$ cat config.mk
export PLATFORM = sky130hd
export DESIGN_NAME = simd_halving_sub_test_alu
export DESIGN_NICKNAME = d
export VERILOG_FILES = /design/src/shared/alu_pkg.sv /design/src/logic/flag_unit.sv /design/src/logic/halving_lane.sv /design/src/logic/simd_halving_sub_test_alu.sv
export SDC_FILE = /design/constraint.sdc
export NUM_CORES = 1
export LEC_CHECK = 0
export BUFFER_PORTS_ARGS = -buffer_cell sky130_fd_sc_hd__buf_4
export CAP_MARGIN = 15
export CELL_PAD_IN_SITES_DETAIL_PLACEMENT = 1
export CELL_PAD_IN_SITES_GLOBAL_PLACEMENT = 1
export CORE_AREA = 2 2 178 180
export DETAILED_ROUTE_END_ITERATION = 7
export DIE_AREA = 0 0 180 182
export GPL_TIMING_DRIVEN = 0
export PLACE_DENSITY_LB_ADDON = 0.1
export SLEW_MARGIN = 15
export SYNTH_ARGS = -nofsm -noshare
export SYNTH_HDL_FRONTEND = slang
export SYNTH_SLANG_ARGS = --single-unit
$ cat constraint.sdc
create_clock -name hclk -period 5.5 [get_ports hclk]
set_input_delay 0.55 -clock hclk [delete_from_list [all_inputs] [get_ports hclk]]
set_output_delay 0.55 -clock hclk [all_outputs]
set_load 0.1 [all_outputs]
$ cat src/shared/alu_pkg.sv
// Purpose: Shared constants and types for the packed signed datapath slice.
// Assumes: 32-bit AHB-Lite register access, word transfers only.
// Notes: Offsets are byte addresses within the slave window.
package alu_pkg;

  localparam int unsigned DATA_W = 32;
  localparam int unsigned ADDR_W = 8;
  localparam int unsigned OP_W = 4;
  localparam int unsigned FLAG_W = 4;

  // Register offsets
  localparam logic [7:0] OFS_FIRST_OPERAND = 8'h00;
  localparam logic [7:0] OFS_SECOND_OPERAND = 8'h04;
  localparam logic [7:0] OFS_CONTROL = 8'h08;
  localparam logic [7:0] OFS_RESULT = 8'h0C;
  localparam logic [7:0] OFS_FLAGS = 8'h10;
  localparam logic [7:0] OFS_STATUS = 8'h14;

  // Control fields
  localparam int unsigned CTRL_OP_LSB = 0;
  localparam int unsigned CTRL_COND_BIT = 4;
  localparam int unsigned CTRL_CARRY_VALID_BIT = 5;
  localparam int unsigned CTRL_CARRY_BIT = 6;
  localparam int unsigned CTRL_GO_BIT = 8;
  localparam int unsigned CTRL_KEEP_W = 7;

  // Flag bit positions
  localparam int unsigned FLAG_V = 0;
  localparam int unsigned FLAG_C = 1;
  localparam int unsigned FLAG_Z = 2;
  localparam int unsigned FLAG_N = 3;

  // Status bit positions
  localparam int unsigned STAT_BUSY = 0;
  localparam int unsigned STAT_DONE = 1;
  localparam int unsigned STAT_SKIPPED = 2;
  localparam int unsigned STAT_BAD_OP = 3;
  localparam int unsigned STAT_WROTE_RESULT = 4;
  localparam int unsigned STAT_W = 5;

  // Reset values
  localparam logic [31:0] OPERAND_RESET = 32'h0000_0000;
  localparam logic [31:0] RESULT_RESET = 32'h0000_0000;
  localparam logic [3:0] FLAGS_RESET = 4'h0;
  localparam logic [6:0] CTRL_RESET = 7'h00;

  // Bus encodings
  localparam logic [2:0] HSIZE_WORD = 3'h2;
  localparam logic HRESP_OKAY = 1'b0;
  localparam logic [31:0] READ_ZERO = 32'h0000_0000;

  typedef enum logic [3:0] {
    op_signed_halving_halfword_subtract = 4'h0,
    op_signed_halving_byte_subtract = 4'h1,
    op_signed_halfword_subtract = 4'h2,
    op_signed_byte_subtract = 4'h3,
    op_signed_halving_add_sub_exchange = 4'h4,
    op_signed_halving_sub_add_exchange = 4'h5,
    op_signed_add_sub_exchange = 4'h6,
    op_signed_sub_add_exchange = 4'h7,
    op_bit_test = 4'h8,
    op_test_equivalence = 4'h9
  } op_e;

  // Gray order along idle, execute, commit
  typedef enum logic [1:0] {
    st_idle = 2'h0,
    st_exec = 2'h1,
    st_commit = 2'h3
  } state_e;

endpackage : alu_pkg

$ cat src/logic/flag_unit.sv
// Purpose: Flag results of bit-test and test-equivalence.
// Assumes: The shifted second operand and its carry come from the decoder.
// Notes: Purely combinational; caller decides whether to commit.
`timescale 1ns/1ps
module flag_unit
  import alu_pkg::*;
(
  // Operands
  input wire logic [alu_pkg::DATA_W-1:0] first_operand_register,
  input wire logic [alu_pkg::DATA_W-1:0] flexible_second_operand,
  input wire logic equivalence,
  // Shifter carry
  input wire logic carry_valid,
  input wire logic carry_in,
  // Flags
  input wire logic [alu_pkg::FLAG_W-1:0] flags_in,
  output logic [alu_pkg::FLAG_W-1:0] flags_out
);

  logic [DATA_W-1:0] value;

  always_comb begin
    if (equivalence) begin
      value = first_operand_register ^ flexible_second_operand;
    end else begin
      value = first_operand_register & flexible_second_operand;
    end
    flags_out = flags_in;
    flags_out[FLAG_N] = value[DATA_W-1];
    flags_out[FLAG_Z] = (value == '0);
    flags_out[FLAG_C] = carry_valid ? carry_in : flags_in[FLAG_C];
    flags_out[FLAG_V] = flags_in[FLAG_V];
  end

endmodule : flag_unit

$ cat src/logic/halving_lane.sv
// Purpose: One signed lane adder/subtractor with optional halving.
// Assumes: Operands are two's complement of width W.
// Notes: One guard bit keeps the halved result exact.
`timescale 1ns/1ps
module halving_lane #(
  parameter int unsigned W = 16
) (
  // Operands
  input wire logic [W-1:0] a,
  input wire logic [W-1:0] b,
  // Mode
  input wire logic sub,
  input wire logic half,
  // Result
  output logic [W-1:0] y
);

  logic [W:0] ext;

  // A one-bit lane has no room for the sign, so refuse it at elaboration
  if (W < 2) begin : g_w_check
    $error("halving_lane: W must be at least 2");
  end

  always_comb begin
    if (sub) begin
      ext = {a[W-1], a} - {b[W-1], b};
    end else begin
      ext = {a[W-1], a} + {b[W-1], b};
    end
    y = half ? ext[W:1] : ext[W-1:0];
  end

endmodule : halving_lane

$ cat src/logic/simd_halving_sub_test_alu.sv
// Purpose: Packed signed subtract/exchange and bit-test datapath slice.
// Assumes: Decoder writes operands, then control with the go bit set.
// Notes: Results and flags commit two cycles after the control write.
//
// How it works
// - Halving halfword subtract, shift each difference right
// - Halving byte subtract, four halved signed differences
// - Two signed halfword differences into matching halves
// - Four signed byte differences into matching bytes
// - Halving add-sub exchange: top add, bottom subtract
// - Halving sub-add exchange: top subtract, bottom add
// - Add-sub exchange: top is first top plus second bottom
// - Exchange operations leave every flag unchanged
// - Packed and halving subtracts leave flags unchanged
// - Bit-test ANDs first register with second operand
// - Test-equivalence XORs first register with second operand
// - Bit-test and equivalence never write a result
// - Negative is result MSB, zero when all zero
// - Carry takes shifter carry-out, else unchanged
// - Overflow flag never altered by tests
// - Failed condition commits neither result nor flags
//
// The AHB-Lite slave port and the address map were left to the implementer.
`timescale 1ns/1ps
module simd_halving_sub_test_alu
  import alu_pkg::*;
#(
  parameter int unsigned WIDTH = 32
) (
  // Clock and reset
  input wire logic hclk,
  input wire logic hresetn,
  // AHB-Lite slave request
  input wire logic hsel,
  input wire logic [31:0] haddr,
  input wire logic [1:0] htrans,
  input wire logic hwrite,
  input wire logic [2:0] hsize,
  input wire logic [31:0] hwdata,
  input wire logic hready,
  // AHB-Lite slave answer
  output logic [31:0] hrdata,
  output logic hreadyout,
  output logic hresp,
  // Architectural outputs toward the core
  output logic [alu_pkg::DATA_W-1:0] result,
  output logic result_write,
  output logic [alu_pkg::FLAG_W-1:0] flags,
  output logic flags_write
);

  if (WIDTH != DATA_W) begin : g_width_check
    $error("simd_halving_sub_test_alu: WIDTH must equal 32");
  end

  // Bus tracking
  logic wr_pend_q;
  logic rd_pend_q;
  logic [ADDR_W-1:0] addr_q;
  logic hreadyout_q;
  logic [31:0] hrdata_q;
  logic addr_ok;
  logic take;

  // Register file
  logic [DATA_W-1:0] opa_q;
  logic [DATA_W-1:0] opb_q;
  logic [CTRL_KEEP_W-1:0] ctrl_q;
  logic [DATA_W-1:0] result_q;
  logic [FLAG_W-1:0] flags_q;
  logic [STAT_W-1:0] status_q;
  logic result_write_q;
  logic flags_write_q;

  // Sequencer
  state_e state_q;
  state_e state_d;
  logic go;
  logic sw_write;

  // Datapath
  op_e op;
  logic op_valid;
  logic is_exchange;
  logic is_asx;
  logic is_half;
  logic is_byte;
  logic is_test;
  logic [1:0] hw_sub;
  logic [1:0] hw_half;
  logic [DATA_W-1:0] hw_res;
  logic [DATA_W-1:0] byte_res;
  logic [DATA_W-1:0] alu_res;
  logic [FLAG_W-1:0] test_flags;
  logic [DATA_W-1:0] exec_res_q;
  logic [FLAG_W-1:0] exec_flags_q;
  logic exec_wr_res_q;
  logic exec_wr_flags_q;
  logic exec_ok_q;
  logic exec_bad_q;

  // Address phase: only whole-word writes are accepted; reads of any size are taken
  assign take = hsel && hready && htrans[1];
  assign addr_ok = (haddr[31:ADDR_W] == '0);

  always_ff @(posedge hclk or negedge hresetn) begin
    if (!hresetn) begin
      wr_pend_q <= 1'b0;
      rd_pend_q <= 1'b0;
      addr_q <= '0;
    end else if (take) begin
      wr_pend_q <= hwrite && (hsize == HSIZE_WORD) && addr_ok;
      rd_pend_q <= !hwrite;
      addr_q <= addr_ok ? haddr[ADDR_W-1:0] : '1;
    end else if (hready) begin
      wr_pend_q <= 1'b0;
      rd_pend_q <= 1'b0;
    end else if (rd_pend_q) begin
      rd_pend_q <= 1'b0;
    end
  end

  // Reads insert one wait state so read data comes from a flop
  always_ff @(posedge hclk or negedge hresetn) begin
    if (!hresetn) begin
      hreadyout_q <= 1'b1;
    end else if (take && !hwrite) begin
      hreadyout_q <= 1'b0;
    end else begin
      hreadyout_q <= 1'b1;
    end
  end

  always_ff @(posedge hclk or negedge hresetn) begin
    if (!hresetn) begin
      hrdata_q <= READ_ZERO;
    end else if (rd_pend_q && !hreadyout_q) begin
      case (addr_q)
        OFS_FIRST_OPERAND: hrdata_q <= opa_q;
        OFS_SECOND_OPERAND: hrdata_q <= opb_q;
        OFS_CONTROL: hrdata_q <= {25'h0, ctrl_q};
        OFS_RESULT: hrdata_q <= result_q;
        OFS_FLAGS: hrdata_q <= {28'h0, flags_q};
        OFS_STATUS: hrdata_q <= {27'h0, status_q};
        default: hrdata_q <= READ_ZERO;
      endcase
    end
  end

  // Software writes land at the end of the write data phase
  assign sw_write = wr_pend_q && hreadyout_q && (state_q == st_idle);
  assign go = sw_write && (addr_q == OFS_CONTROL) && hwdata[CTRL_GO_BIT];

  // Operands and control are locked while an operation is in flight
  always_ff @(posedge hclk or negedge hresetn) begin
    if (!hresetn) begin
      opa_q <= OPERAND_RESET;
      opb_q <= OPERAND_RESET;
      ctrl_q <= CTRL_RESET;
    end else if (sw_write) begin
      case (addr_q)
        OFS_FIRST_OPERAND: opa_q <= hwdata;
        OFS_SECOND_OPERAND: opb_q <= hwdata;
        OFS_CONTROL: ctrl_q <= hwdata[CTRL_KEEP_W-1:0];
        default: ;
      endcase
    end
  end

  // Sequencer
  always_comb begin
    case (state_q)
      st_idle: state_d = go ? st_exec : st_idle;
      st_exec: state_d = st_commit;
      st_commit: state_d = st_idle;
      default: state_d = st_idle;
    endcase
  end

  always_ff @(posedge hclk or negedge hresetn) begin
    if (!hresetn) begin
      state_q <= st_idle;
    end else begin
      state_q <= state_d;
    end
  end

  // Decode
  assign op = op_e'(ctrl_q[CTRL_OP_LSB +: OP_W]);

  always_comb begin
    op_valid = 1'b1;
    is_exchange = 1'b0;
    is_asx = 1'b0;
    is_half = 1'b0;
    is_byte = 1'b0;
    is_test = 1'b0;
    case (op)
      op_signed_halving_halfword_subtract: is_half = 1'b1;
      op_signed_halving_byte_subtract: begin
        is_half = 1'b1;
        is_byte = 1'b1;
      end
      op_signed_halfword_subtract: ;
      op_signed_byte_subtract: is_byte = 1'b1;
      op_signed_halving_add_sub_exchange: begin
        is_half = 1'b1;
        is_exchange = 1'b1;
        is_asx = 1'b1;
      end
      op_signed_halving_sub_add_exchange: begin
        is_half = 1'b1;
        is_exchange = 1'b1;
      end
      op_signed_add_sub_exchange: begin
        is_exchange = 1'b1;
        is_asx = 1'b1;
      end
      op_signed_sub_add_exchange: is_exchange = 1'b1;
      op_bit_test, op_test_equivalence: is_test = 1'b1;
      default: op_valid = 1'b0;
    endcase
  end

  // Lane modes: exchange adds in the top lane for add-sub, bottom for sub-add
  always_comb begin
    hw_sub[1] = !(is_exchange && is_asx);
    hw_sub[0] = !(is_exchange && !is_asx);
    hw_half = {2{is_half}};
  end

  // Halfword lanes; exchange swaps the second operand's halves
  for (genvar h = 0; h < 2; h++) begin : g_half
    halving_lane #(
      .W(16)
    ) u_lane (
      .a(opa_q[16*h +: 16]),
      .b(is_exchange ? opb_q[16*(1-h) +: 16] : opb_q[16*h +: 16]),
      .sub(hw_sub[h]),
      .half(hw_half[h]),
      .y(hw_res[16*h +: 16])
    );
  end

  // Byte lanes always subtract
  for (genvar k = 0; k < 4; k++) begin : g_byte
    halving_lane #(
      .W(8)
    ) u_lane (
      .a(opa_q[8*k +: 8]),
      .b(opb_q[8*k +: 8]),
      .sub(1'b1),
      .half(is_half),
      .y(byte_res[8*k +: 8])
    );
  end

  assign alu_res = is_byte ? byte_res : hw_res;

  flag_unit u_flags (
    .first_operand_register(opa_q),
    .flexible_second_operand(opb_q),
    .equivalence(op == op_test_equivalence),
    .carry_valid(ctrl_q[CTRL_CARRY_VALID_BIT]),
    .carry_in(ctrl_q[CTRL_CARRY_BIT]),
    .flags_in(flags_q),
    .flags_out(test_flags)
  );

  // Execute stage registers the lane outputs to keep the adders off the commit path
  always_ff @(posedge hclk or negedge hresetn) begin
    if (!hresetn) begin
      exec_res_q <= RESULT_RESET;
      exec_flags_q <= FLAGS_RESET;
      exec_wr_res_q <= 1'b0;
      exec_wr_flags_q <= 1'b0;
      exec_ok_q <= 1'b0;
      exec_bad_q <= 1'b0;
    end else if (state_q == st_exec) begin
      exec_res_q <= alu_res;
      exec_flags_q <= test_flags;
      exec_wr_res_q <= op_valid && !is_test;
      exec_wr_flags_q <= is_test;
      exec_ok_q <= ctrl_q[CTRL_COND_BIT] && op_valid;
      exec_bad_q <= !op_valid;
    end
  end

  // Commit: a failed condition or an unknown operation changes nothing
  always_ff @(posedge hclk or negedge hresetn) begin
    if (!hresetn) begin
      result_q <= RESULT_RESET;
      result_write_q <= 1'b0;
    end else if (state_q == st_commit && exec_ok_q && exec_wr_res_q) begin
      result_q <= exec_res_q;
      result_write_q <= 1'b1;
    end else begin
      result_write_q <= 1'b0;
    end
  end

  // Flags are also writable by software while idle, to seed carry and overflow
  always_ff @(posedge hclk or negedge hresetn) begin
    if (!hresetn) begin
      flags_q <= FLAGS_RESET;
      flags_write_q <= 1'b0;
    end else if (state_q == st_commit && exec_ok_q && exec_wr_flags_q) begin
      flags_q <= exec_flags_q;
      flags_write_q <= 1'b1;
    end else begin
      flags_write_q <= 1'b0;
      if (sw_write && addr_q == OFS_FLAGS) begin
        flags_q <= hwdata[FLAG_W-1:0];
      end
    end
  end

  // Status: done and outcome bits hold until the next go
  always_ff @(posedge hclk or negedge hresetn) begin
    if (!hresetn) begin
      status_q <= '0;
    end else begin
      status_q[STAT_BUSY] <= (state_d != st_idle);
      if (go) begin
        status_q[STAT_DONE] <= 1'b0;
        status_q[STAT_SKIPPED] <= 1'b0;
        status_q[STAT_BAD_OP] <= 1'b0;
        status_q[STAT_WROTE_RESULT] <= 1'b0;
      end else if (state_q == st_commit) begin
        status_q[STAT_DONE] <= 1'b1;
        status_q[STAT_SKIPPED] <= !exec_ok_q;
        status_q[STAT_BAD_OP] <= exec_bad_q;
        status_q[STAT_WROTE_RESULT] <= exec_ok_q && exec_wr_res_q;
      end
    end
  end

  // Outputs
  assign hrdata = hrdata_q;
  assign hreadyout = hreadyout_q;
  assign hresp = HRESP_OKAY;
  assign result = result_q;
  assign result_write = result_write_q;
  assign flags = flags_q;
  assign flags_write = flags_write_q;

endmodule : simd_halving_sub_test_alu

=== Word-level counts from Yosys, hierarchy flattened ===
Cells that the tools add are included.
W data, S select, Z words.

* Eq/ne operators: 17
* Reductions and logical operators: 43
* Add/subtract/negate cells: 8
* Mux-type cells: 33
* Bitwise logic cells: 2

{| class="wikitable"
|+ Operators with widths
! kind !! number
|-
| $pmux W32 S6 || 1
|-
| $mux W16 || 4
|-
| $mux W32 || 2
|-
| $mux W8 || 5
|-
| $sub A8 B8 Y9 || 4
|-
| $add A16 B16 Y17 || 2
|-
| $mux W17 || 2
|-
| $sub A16 B16 Y17 || 2
|-
| $and A32 B32 Y32 || 1
|-
| $logic_not A32 Y1 || 1
|-
| $xor A32 B32 Y32 || 1
|-
| $logic_not A24 Y1 || 1
|-
| $logic_and A1 B1 Y1 || 19
|-
| $eq A4 B3 Y1 const B || 4
|-
| $eq A8 B4 Y1 const B || 2
|-
| $eq A8 B5 Y1 const B || 2
|-
| $mux W4 || 4
|-
| $mux W1 || 14
|-
| $reduce_or A10 Y1 || 1
|-
| $eq A4 B2 Y1 const B || 2
|-
| $eq A4 B4 Y1 const B || 2
|-
| $eq A8 B3 Y1 const B || 1
|-
| $logic_not A8 Y1 || 1
|-
| $reduce_bool A2 Y1 || 4
|-
| 11 further kinds || 21
|}

* Output and inout port bits: 72
* Register bits after elaboration: 199

=== Logic depth before layout (Yosys ltp) ===
Gate-level depths: netlist (run 1).

* Word-level depth: 8
* Gate-level depth with buffers: 24
* Mapped depth without buffers: 20

=== Hierarchy ===
Synthesis (run 1) repeated with hierarchy kept, for this count alone.

* Cell total of the unflattened synthesis: 1,571
* Area total of the unflattened synthesis: 14,762.9 µm²

{| class="wikitable"
|+ Modules (own cells, without submodules)
! module !! instances !! sequential area each (µm²) !! cells each !! area each (µm²)
|-
| simd_halving_sub_test_alu || 1 || 4,981.0 || 797 || 9,088.7
|-
| halving_lane at g_half[0].u_lane ... || 2 || 0.0 || 193 || 1,328.8
|-
| halving_lane at g_byte[0].u_lane ... || 4 || 0.0 || 82 || 601.8
|-
| flag_unit || 1 || 0.0 || 60 || 609.3
|}

=== Worst setup path before layout (run 1) ===
No wires, ideal clock.

* Kind: reg2reg
* Start point: register ctrl_q[3]
* End point: register exec_res_q[13]
* Arrival: 4.760 ns
* Data required time: 5.374 ns
* Library setup time: 0.126 ns
* Cell stages (with the launch flop): 24
* Path slack: 0.614 ns
* Path buffers: 4
* Path through: dfrtp_1 and2b_4 buf_6 buf_6 buf_2 buf_1 mux2i_1 ha_1 or3b_1 nor4_1 or2_1 and2_1 nor2_1 xnor2_1 a21oi_1 ha_1 nand2_1 o21ai_0 o21bai_1 a21oi_1 o31ai_2 xnor2_1 nor2_1 o32a_1

* Cells in the longest elaborated chain, start to end: 8
* Elaborated cells on any way between the ends: 24
* Classes of those cells: add/sub (2); eq/ne (6); mux (9); reduce/logical (7)

{| class="wikitable"
|+ RTL lines
! element !! RTL line !! text
|-
| from (decl) || simd_halving_sub_test_alu.sv:68 || <nowiki>logic [CTRL_KEEP_W-1:0] ctrl_q;</nowiki>
|-
| from (signal assigned) || simd_halving_sub_test_alu.sv:164 || <nowiki>OFS_CONTROL: ctrl_q <= hwdata[CTRL_KEEP_W-1:0];</nowiki>
|-
| $eq A4 B3 Y1 || simd_halving_sub_test_alu.sv:198 || <nowiki>case (op)</nowiki>
|-
| $reduce_or A4 Y1 (no source line) / $reduce_or A2 Y1 (equally long branches) || n/a ||
|-
| $mux W1 || simd_halving_sub_test_alu.sv:198 ||
|-
| $mux W16 / $logic_not A1 Y1 (equally long branches) || simd_halving_sub_test_alu.sv:238, simd_halving_sub_test_alu.sv:228 ||
|-
| $sub A16 B16 Y17, or another cell as far along || halving_lane.sv:27 || <nowiki>ext = {a[W-1], a} - {b[W-1], b};</nowiki>
|-
| $mux W17 || halving_lane.sv:26 || <nowiki>if (sub) begin</nowiki>
|-
| $mux W16 || halving_lane.sv:31 || <nowiki>y = half ? ext[W:1] : ext[W-1:0];</nowiki>
|-
| $mux W32 * || simd_halving_sub_test_alu.sv:258 || <nowiki>assign alu_res = is_byte ? byte_res : hw_res;</nowiki>
|-
| to (signal assigned) || simd_halving_sub_test_alu.sv:280 || <nowiki>exec_res_q <= alu_res;</nowiki>
|-
| to (decl) || simd_halving_sub_test_alu.sv:95 || <nowiki>logic [DATA_W-1:0] exec_res_q;</nowiki>
|}

Every way passes the cells marked *; elsewhere a longest branch is shown, timed or not.
A chain may end at the register's enable or synchronous reset.

=== Worst setup path after layout (run 1) ===
Ends and elaborated chain as after synthesis.

==> impl_metrics.csv, run 1 <==
group,metric,value,unit
yosys,ys_warn_count,0,
grt,antenna_found_initial,0,
yosys,synth.distinct_cells,99,
yosys,ys_ff_latch,199,
grt,grt-ovfl-total,0,
worst_setup_path,critPathMaxFanout,19,
yosys,ys_seq_area_frac,0.3544,
worst_setup_path,crit_slowest_cell,"dfrtp_2",
floorplanning,coreArea,30990,um^2
pwr,power_density,239.7,nW/um^2
clock_network,clock-sinks,199,
timing,finalCritPeriodShare,0.9622,
clock_network,insertion_delay,0.46,ns
layout,final_common_cell,"nand2_1",
clock_network,clk_pin_slew,0.07,ns
floorplanning,row_count,65,
timing,setup_viol,0,
clock_network,root_buffer,"clkbuf_16",
clock_network,cts_inserted_buffers,17,
grt,grt_pass1_vias,13714,
worst_setup_path,crit_path_end_kind,"register",
routing,drtIter0Drc,1119,
grt,grt_pass1_wl,88000,um
timing,clock.fmax,0.1890,GHz
layout,stdcell_count,2204,
worst_setup_path,crit_type,"reg -> reg",
floorplanning,initial_core_util,0.4536,
outcome,run_status,"complete, no violations",
layout,utilization,0.5263,
clock_network,hold_buffers,0,
floorplanning,die-area,32760,um^2
routing,via_per_inst,6.166,
yosys,netlist_instances,1622,
timing,fin_hold_ws,0.09604,ns
clock_network,cts_buffer_depth,2,
timing,finalHoldViolCount,0,
floorplanning,die_h,182,um
routing,ant_nets,0,
place,dp_hpwl,46990,um
run,drv_cap,0,
yosys,yosys.area.top_type,"dfrtp_1",
layout,fin_area,16310,um^2
grt,grt_max_degree,103,
grt,grt_usage,0.3603,
timing,slew_headroom,0.2311,
layout,drive_gt1_frac,0.1621,
timing,min_period,5.292,ns
pwr,leakage,7.290,nW
yosys,synth-async-reset-ratio,1.000,
routing,routed_wl,58530,um
routing,drt-wirelength-per-cell,26.56,um
pwr,power,3.908,mW
floorplanning,die_w,180,um
timing,worst_pin_slew,1.151,ns
floorplanning,ios,146,
yosys,synth_top_area_share,0.3525,
worst_setup_path,crit_path_start_kind,"register",
worst_setup_path,crit_arrival,5.64,ns
worst_setup_path,path_cells,"and2b_4 -> buf_6 -> buf_6 -> buf_6 -> mux2i_4 -> ha_2 -> or3b_1 -> nor4_2 -> or2_1 -> and2_1 -> nor2_1 -> xnor2_1 -> a21oi_2 -> ha_1 -> buf_4 -> nand4_1 -> o21bai_2 -> a21oi_1 -> o31ai_2 -> xnor2_1 -> nor2_1 -> o32a_1",
yosys,synthFlopType,"dfrtp_1",
clock_network,cts_tree,"yes",
worst_setup_path,slowest_delay,0.47,ns
layout,final_nets,1967,
place,place.gp.congestion,0.9865,
yosys,syn-num-nets,1801,
place,postPlaceCellArea,15670,um^2
pwr,ir_worst_vdd,189.1,uV
place,placed_cells,2168,
routing,routed-via-count,13590,
worst_setup_path,cp_common_cell,"buf_6",
worst_setup_path,required,5.85,ns
place,port_buffers,143,
yosys,synth.avg_cell_area,8.665,um^2
routing,drt_pass1_iterations,5,
min_path,hold_class,"in -> async",
yosys,synth.area.top_cells,"dfrtp_1 (35%), ha_1 (8.8%), nand2_1 (7.5%)",
layout,syn2layout_area_growth,16.02,%
yosys,synth_edf_count,0,
yosys,synth_area,14050,um^2
routing,drc,0,
clock_network,htree_levels,4,
timing,slew_viol_final,0,
timing,skew,0.009681,ns
layout,final_cell_mix,"nand2_1 (279), dfrtp_1 (197), buf_4 (151)",
-- report_power, final --
group / switching (mW) / leakage (nW) / total, mW / internal, mW
Sequential: 0.142 / 2.43 / 1.75 / 1.60
Combinational: 0.544 / 4.59 / 0.928 / 0.383
Clock: 0.607 / 0.270 / 1.23 / 0.628
Total: 1.29 / 7.29 / 3.91 / 2.61
-- synth_stat cells, drive strengths merged, types with 29 or more instances --
| cell type | n |
|---|---|
| dfrtp | 198 |
| mux2 | 51 |
| a21oi | 96 |
| clkbuf | 58 |
| nand2 | 280 |
| o31ai | 37 |
| inv | 51 |
| ha | 99 |
| a22oi | 37 |
| nor2 | 132 |
| nor3 | 29 |
| buf | 37 |
| xnor2 | 71 |
| o21ai | 140 |
-- critical path: cells and delay by family, from the launching register on --
family / cells / cell delay (ns)
AO/OA/AOI/OAI: 5 / 1.10
XOR/XNOR: 2 / 0.40
adder cells (fa/ha/maj): 2 / 0.64
buffers and inverters: 4 / 0.71
flip-flops: 1 / 0.47
multiplexers: 1 / 0.28
AND/OR/NAND/NOR: 8 / 1.54
-- kinds of logic (layout without fill, tap and decap cells) --
family                   count (synthesis)  after routing  synth area share
AND/OR/NAND/NOR                        569            569            0.1853
buffers and inverters                  149            328           0.04344
XOR/XNOR                                92             92           0.05733
other                                    1              2         0.0002668
multiplexers                            78             78           0.06659
AO/OA/AOI/OAI                          429            429            0.1960
flip-flops                             199            199            0.3544
adder cells (fa/ha/maj)                105            105           0.09668
-- timing repair --
action,4_1_cts,5_1_grt
setup buffers,2,2
pin swaps,3,3
resized for setup,12,11
endpoints found under the setup margin,14,8
-- registers in the layout, indices dropped and copies added, names as in the netlist, 5 cells and up --
| signal | flops |
|---|---|
| opb_q | 32 |
| opa_q | 32 |
| result | 32 |
| exec_res_q | 32 |
| addr_q | 8 |
| hrdata | 32 |
| ctrl_q | 7 |
| status_q | 5 |
-- metrics by stage --
stage / setup slack, ns / setup TNS [ns]
3_5_place_dp: -0.6584 / -4.897
2_1_floorplan: 0.6140 / 0
4_1_cts: 0.06265 / 0
3_3_place_gp: -0.6065 / -4.174
5_1_grt: -0.008017 / -0.008017
6_report: 0.2076 / 0
-- path summary, 6_finish.rpt --
check | startpoint | end | slack [ns] | depth (start not counted)
worst max-delay path | ctrl_q[3] | exec_res_q[13] | 0.21 | 22
worst min-delay path | hresetn | hrdata[26] | 0.1 | 1
worst max register to register | ctrl_q[3] | exec_res_q[13] | 0.21 | 22
worst min register to register | exec_res_q[18] | result[18] | 0.47 | 2
max in group asynchronous | hresetn | ctrl_q[3] | 4.37 | 2
min in group hclk | hready | wr_pend_q | 0.29 | 2
-- final cells by class --
type | instances | area [um^2]
clock buffer | 21 | 440.4
clock inverter | 11 | 98.84
tap | 402 | 503.0
sequential | 199 | 4982
timing repair buffer | 148 | 1139
inverter | 54 | 202.7
multi-input combinational | 1274 | 8518
buffer | 94 | 420.4
antenna | 1 | 2.502
fill | 3759 | 14680
-- routing by layer --
layer  share of wire  wire length, um  global-route usage
met1            0.45            26340              0.5116
met2            0.44            26010              0.5592
met3           0.077             4508             0.06117
met4           0.029             1674              0.1190
met5               0                0                   0
(Power assumes the default switching activity.)
==> inputs of run 2 (changes only) <==
--- a/config.mk
+++ b/config.mk
@@ -9,9 +9,9 @@
 export CAP_MARGIN = 15
 export CELL_PAD_IN_SITES_DETAIL_PLACEMENT = 1
 export CELL_PAD_IN_SITES_GLOBAL_PLACEMENT = 1
-export CORE_AREA = 2 2 178 180
+export CORE_AREA = 2 2 232 234
 export DETAILED_ROUTE_END_ITERATION = 7
-export DIE_AREA = 0 0 180 182
+export DIE_AREA = 0 0 234 236
 export GPL_TIMING_DRIVEN = 0
 export PLACE_DENSITY_LB_ADDON = 0.1
 export SLEW_MARGIN = 15
==> run 2 against run 1 <==
Effect of this change:
- clock skew grew 0.0030 ns
- non-clock buffer count shrank 2
- clock power grew 15%
- combinational power grew 2%
- utilization shrank 21 points
- maximum frequency grew 1.2%
- sequential share of layout area shrank 0.87 points
- register-to-register slack gained 0.06 ns
- sequential power is essentially flat
- largest power group unchanged
- highest routed layer unchanged
==> impl_metrics.csv, run 2 (same netlist as run 1, synthesis figures left out) <==
group,metric,value,unit
routing,drc,0,
grt,grt_max_degree,82,
clock_network,cts_inserted_buffers,17,
layout,final_common_cell,"nand2_1",
place,placed_cells,2463,
routing,via_per_inst,5.238,
timing,setup_viol,0,
floorplanning,die_h,236,um
timing,slew_headroom,0.3602,
pwr,power,4.114,mW
worst_setup_path,crit_path_start_kind,"register",
worst_setup_path,reg2regPathDepth,22,
routing,routed-via-count,13074,
worst_setup_path,crit_type,"reg -> reg",
place,port_buffers,143,
pwr,leakage,7.319,nW
timing,clock.fmax,0.1912,GHz
timing,finalCritPeriodShare,0.9510,
layout,regArea,4982,um^2
timing,finalHoldViolCount,0,
routing,ant_nets,0,
layout,utilization,0.3163,
clock_network,clk_pin_slew,0.08,ns
grt,grt_usage,0.2414,
outcome,run_status,"complete, no violations",
layout,fillCellCount,6224,
layout,final_nets,1965,
layout,final_cell_mix,"nand2_1 (279), dfrtp_1 (197), buf_4 (149)",
layout,stdcell_count,2496,
floorplanning,ios,146,
floorplanning,die_w,234,um
timing,slew_viol_final,0,
timing,min_period,5.230,ns
grt,grt-ovfl-total,0,
timing,rsz0062_at_grt,"no",
worst_setup_path,required,5.89,ns
grt,antenna_found_initial,1,
timing,skew,0.01265,ns
routing,drt_pass1_iterations,5,
worst_setup_path,crit_path_end_kind,"register",
clock_network,cts_tree,"yes",
place,pre_cts_ws,-0.6508,ns
routing,drtIter0Drc,756,
floorplanning,coreArea,53070,um^2
clock_network,insertion_delay,0.51,ns
timing,worst_pin_slew,0.9597,ns
min_path,min_path_cells,2,
routing,routed_wl,65420,um
place,place.gp.congestion,0.9047,
pwr,ir_worst_vdd,277.2,uV
layout,multi_input_area,8548,um^2
floorplanning,initial_core_util,0.2648,
clock_network,cts_buffer_depth,2,
timing,setup_slack,0.2698,ns
routing,drt-wirelength-per-cell,26.21,um
place,dp_hpwl,52930,um
clock_network,clock-sinks,199,
grt,grt_pass1_wl,95500,um
floorplanning,row_count,85,
run,drv_cap,0,
clock_network,root_buffer,"clkbuf_16",
floorplanning,die-area,55220,um^2
pwr,power_density,245.1,nW/um^2
layout,syn2layout_area_growth,19.44,%
worst_setup_path,crit_arrival,5.62,ns
grt,grt_pass1_vias,13555,
min_path,hold_class,"in -> reg",
clock_network,htree_levels,4,
worst_setup_path,critPathMaxFanout,19,
layout,drive_gt1_frac,0.1623,
==> run 2: cell types whose count changed in the layout (fill, tap and decap cells not counted), moves of 2 or more <==
cell / before / now
bufinv_16: 1 / 3
buf_4: 151 / 149
clkinv_2: 5 / 0
clkinvlp_4: 0 / 4
inv_6: 4 / 2
clkbuf_1: 62 / 59
inv_8: 0 / 3
==> run 2: path summary, 6_finish.rpt <==
check	endpoint	slack (ns)	startpoint
worst max-delay path	exec_res_q[13]	0.27	ctrl_q[3]
worst min-delay path	wr_pend_q	0.24	hready
worst max register to register	exec_res_q[13]	0.27	ctrl_q[3]
worst min register to register	result[6]	0.47	exec_res_q[6]
max in group asynchronous	hreadyout	4.08	hresetn
min in group asynchronous	result[22]	0.55	hresetn
==> run 2: where the power goes <==
group          switching (mW)  internal, mW
combinational           0.563         0.386
clock                   0.690         0.728
sequential              0.145          1.60
total                    1.40          2.72
==> run 2: cell type report <==
type                    instances  area share
inverters                      54     0.01207
flip-flops and latches        199      0.2968
multi-input cells            1274      0.5092
diodes                          1   0.0001491
repair buffers                148     0.06917
well taps                     696     0.05187
clock buffers                  18     0.02556
clock inverters                14     0.01125
plain buffers                  92     0.02392
==> run 2: what timing repair did <==
| item | CTS | global route |
|---|---|---|
| pin swaps | 2 | 3 |
| hold buffers | 1 | 0 |
| setup endpoints to repair | 13 | 10 |
| buffers inserted | 2 | 0 |
| endpoints found under the hold margin | 56 | 0 |
| resized for setup | 12 | 10 |
==> run 2: routing by layer <==
layer | track usage | share of wire
met1 | 0.3461 | 0.48
met2 | 0.3584 | 0.43
met3 | 0.04364 | 0.050
met4 | 0.09072 | 0.036
met5 | 0 | 0
==> run 2: stage by stage <==
stage                     TNS (ns)  cell area [um^2]  hold WS, ns
after floorplan                  0             14050       0.2544
after detailed placement    -5.346             16070       0.4590
after global placement      -6.061             16000       0.4541
after CTS                        0             16750       0.2041
after global routing             0             16780       0.2193
final                            0             16790       0.2379
==> run 2: worst max-delay path, cell delays in order, from the launching register on <==
cell	delay, ns
dfrtp_2	0.49
and2b_4	0.30
buf_6	0.17
buf_6	0.21
buf_4	0.23
mux2i_4	0.31
ha_4	0.20
or3b_1	0.43
nor4_4	0.18
or2_1	0.20
and2_1	0.18
nor2_1	0.06
xnor2_1	0.15
a21oi_1	0.14
ha_1	0.40
buf_4	0.14
nand4_1	0.11
o21bai_2	0.18
a21oi_1	0.11
o31ai_2	0.30
xnor2_1	0.20
nor2_1	0.07
o32a_1	0.34
==> inputs of run 3 (changes only) <==
--- a/config.mk
+++ b/config.mk
@@ -9,9 +9,9 @@
 export CAP_MARGIN = 15
 export CELL_PAD_IN_SITES_DETAIL_PLACEMENT = 1
 export CELL_PAD_IN_SITES_GLOBAL_PLACEMENT = 1
-export CORE_AREA = 2 2 232 234
+export CORE_AREA = 2 2 180 182
 export DETAILED_ROUTE_END_ITERATION = 7
-export DIE_AREA = 0 0 234 236
+export DIE_AREA = 0 0 182 184
 export GPL_TIMING_DRIVEN = 0
 export PLACE_DENSITY_LB_ADDON = 0.1
 export SLEW_MARGIN = 15
==> run 3 against run 2 <==
Effect of this change:
- global-route usage increased by 12 points
- clock skew is essentially flat
- hold slack improved by 0.051 ns
- non-clock buffer count is 1 lower
- power is 2.9% lower
- clock-buffer cell count unchanged
- cell count down 12%
- largest power group unchanged
==> impl_metrics.csv, run 3 (same netlist as run 1, synthesis figures left out) <==
group,metric,value,unit
min_path,hold_class,"in -> reg",
timing,fin_hold_ws,0.2891,ns
routing,ant_nets,0,
grt,gr-usage-met2,0.5481,
clock_network,htree_levels,4,
layout,utilization,0.5208,
grt,use_met1,0.4968,
timing,finalHoldViolCount,0,
clock_network,clock-sinks,199,
grt,grt_usage,0.3596,
place,dp_hpwl,47460,um
layout,drive_gt1_frac,0.1613,
grt,grt-ovfl-total,0,
floorplanning,initial_core_util,0.4477,
routing,drc,0,
grt,grt-busiest-layer,"met2",
timing,rsz0062_at_grt,"no",
timing,worst_pin_slew,1.188,ns
grt,grt_max_degree,103,
worst_setup_path,crit_path_end_kind,"register",
worst_setup_path,crit_type,"reg -> reg",
grt,antenna_found_initial,1,
pwr,ir_worst_vdd,200.5,uV
place,place.gp.congestion,1.007,
clock_network,cts_buffer_depth,2,
clock_network,clk_pin_slew,0.08,ns
pwr,power_density,244.4,nW/um^2
grt,grt_pass1_vias,13848,
clock_network,cts_tree,"yes",
grt,grt_pass1_wl,88310,um
layout,num_antenna_cells,0,
routing,via_per_inst,6.167,
worst_setup_path,critPathMaxFanout,19,
timing,slew_viol_final,0,
outcome,run_status,"complete, no violations",
pwr,leakage,7.302,nW
pwr,power,3.996,mW
layout,stdcell_count,2200,
timing,setup_viol,0,
clock_network,insertion_delay,0.47,ns
floorplanning,die_w,182,um
routing,routed_wl,59510,um
layout,fin_area,16350,um^2
place,port_buffers,143,
floorplanning,coreArea,31390,um^2
routing,drtIter0Drc,1013,
place,postPlaceCellArea,15690,um^2
clock_network,cts_inserted_buffers,17,
worst_setup_path,crit_path_start_kind,"register",
timing,clock.fmax,0.1908,GHz
worst_setup_path,crit_arrival,5.60,ns
timing,skew,0.01260,ns
floorplanning,die_h,184,um
timing,slew_headroom,0.2065,
timing,min_period,5.241,ns
layout,final_cell_mix,"nand2_1 (279), dfrtp_1 (197), buf_4 (147)",
layout,final_nets,1964,
routing,drt_pass1_iterations,6,
layout,final_common_cell,"nand2_1",
run,drv_cap,0,
floorplanning,row_count,65,
place,placed_cells,2169,
clock_network,root_buffer,"clkbuf_16",
worst_setup_path,required,5.86,ns
grt,use_met3,0.07964,
routing,drt-wirelength-per-cell,27.05,um
layout,syn2layout_area_growth,16.33,%
floorplanning,ios,146,
floorplanning,die-area,33490,um^2
worst_setup_path,regToRegSetupSlack,0.26,ns
timing,finalCritPeriodShare,0.9529,
routing,routed-via-count,13568,
[run 3: path summary, 6_finish.rpt]
check                            endpoint  cells past startpoint           start
setup / recovery           exec_res_q[13]                     22       ctrl_q[3]
hold / removal                  addr_q[1]                      2        haddr[1]
setup reg to reg           exec_res_q[13]                     22       ctrl_q[3]
hold reg to reg                result[26]                      2  exec_res_q[26]
max in group asynchronous   exec_res_q[3]                      3         hresetn
min in group asynchronous      hrdata[27]                      2         hresetn
[run 3: per-layer routing]
layer / vias up / share of wire
met5: - / 0
met4: 0 / 0.039
met3: 112 / 0.080
met2: 563 / 0.44
met1: 6823 / 0.44
li1: 6070 / -
[run 3: repair_timing]
action,CTS,global route
endpoints found under the setup margin,13,14
pin swaps,2,4
resized for setup,13,10
buffers inserted,1,0
gates cloned,0,0
endpoints found under the hold margin,18,0
hold buffers,1,0
[run 3: worst max-delay path, stage by stage, from the launching register on]
cell,delay [ns]
dfrtp_2,0.47
and2b_4,0.30
buf_6,0.18
buf_8,0.19
buf_6,0.18
mux2i_4,0.29
ha_4,0.19
or3b_1,0.41
nor4_2,0.22
or2_1,0.20
and2_1,0.18
nor2_1,0.06
xnor2_1,0.17
a21oi_1,0.16
ha_1,0.40
nand2_1,0.07
o21ai_1,0.19
o21bai_2,0.16
a21oi_1,0.10
o31ai_2,0.36
xnor2_1,0.21
nor2_1,0.07
o32a_1,0.33
[run 3: power breakdown]
group	switching, mW	internal (mW)
combinational	0.558	0.384
sequential	0.142	1.60
clock	0.633	0.675
total	1.33	2.66
[run 3: through the flow]
stage	TNS, ns	worst slack, ns
after floorplan	0	0.6140
after global placement	-4.424	-0.5898
after detailed placement	-4.417	-0.6106
after CTS	0	0.01521
after global routing	0	0.02124
final	0	0.2590
[run 3: area by class of cell]
cell class,instances,area (um^2)
Multi-Input combinational cell,1274,8522
Clock buffer,18,429.2
Clock inverter,14,147.6
Inverter,54,202.7
Buffer,92,409.1
Sequential cell,199,4982
Fill cell,3764,15040
Timing Repair Buffer,147,1154
Tap cell,402,503.0
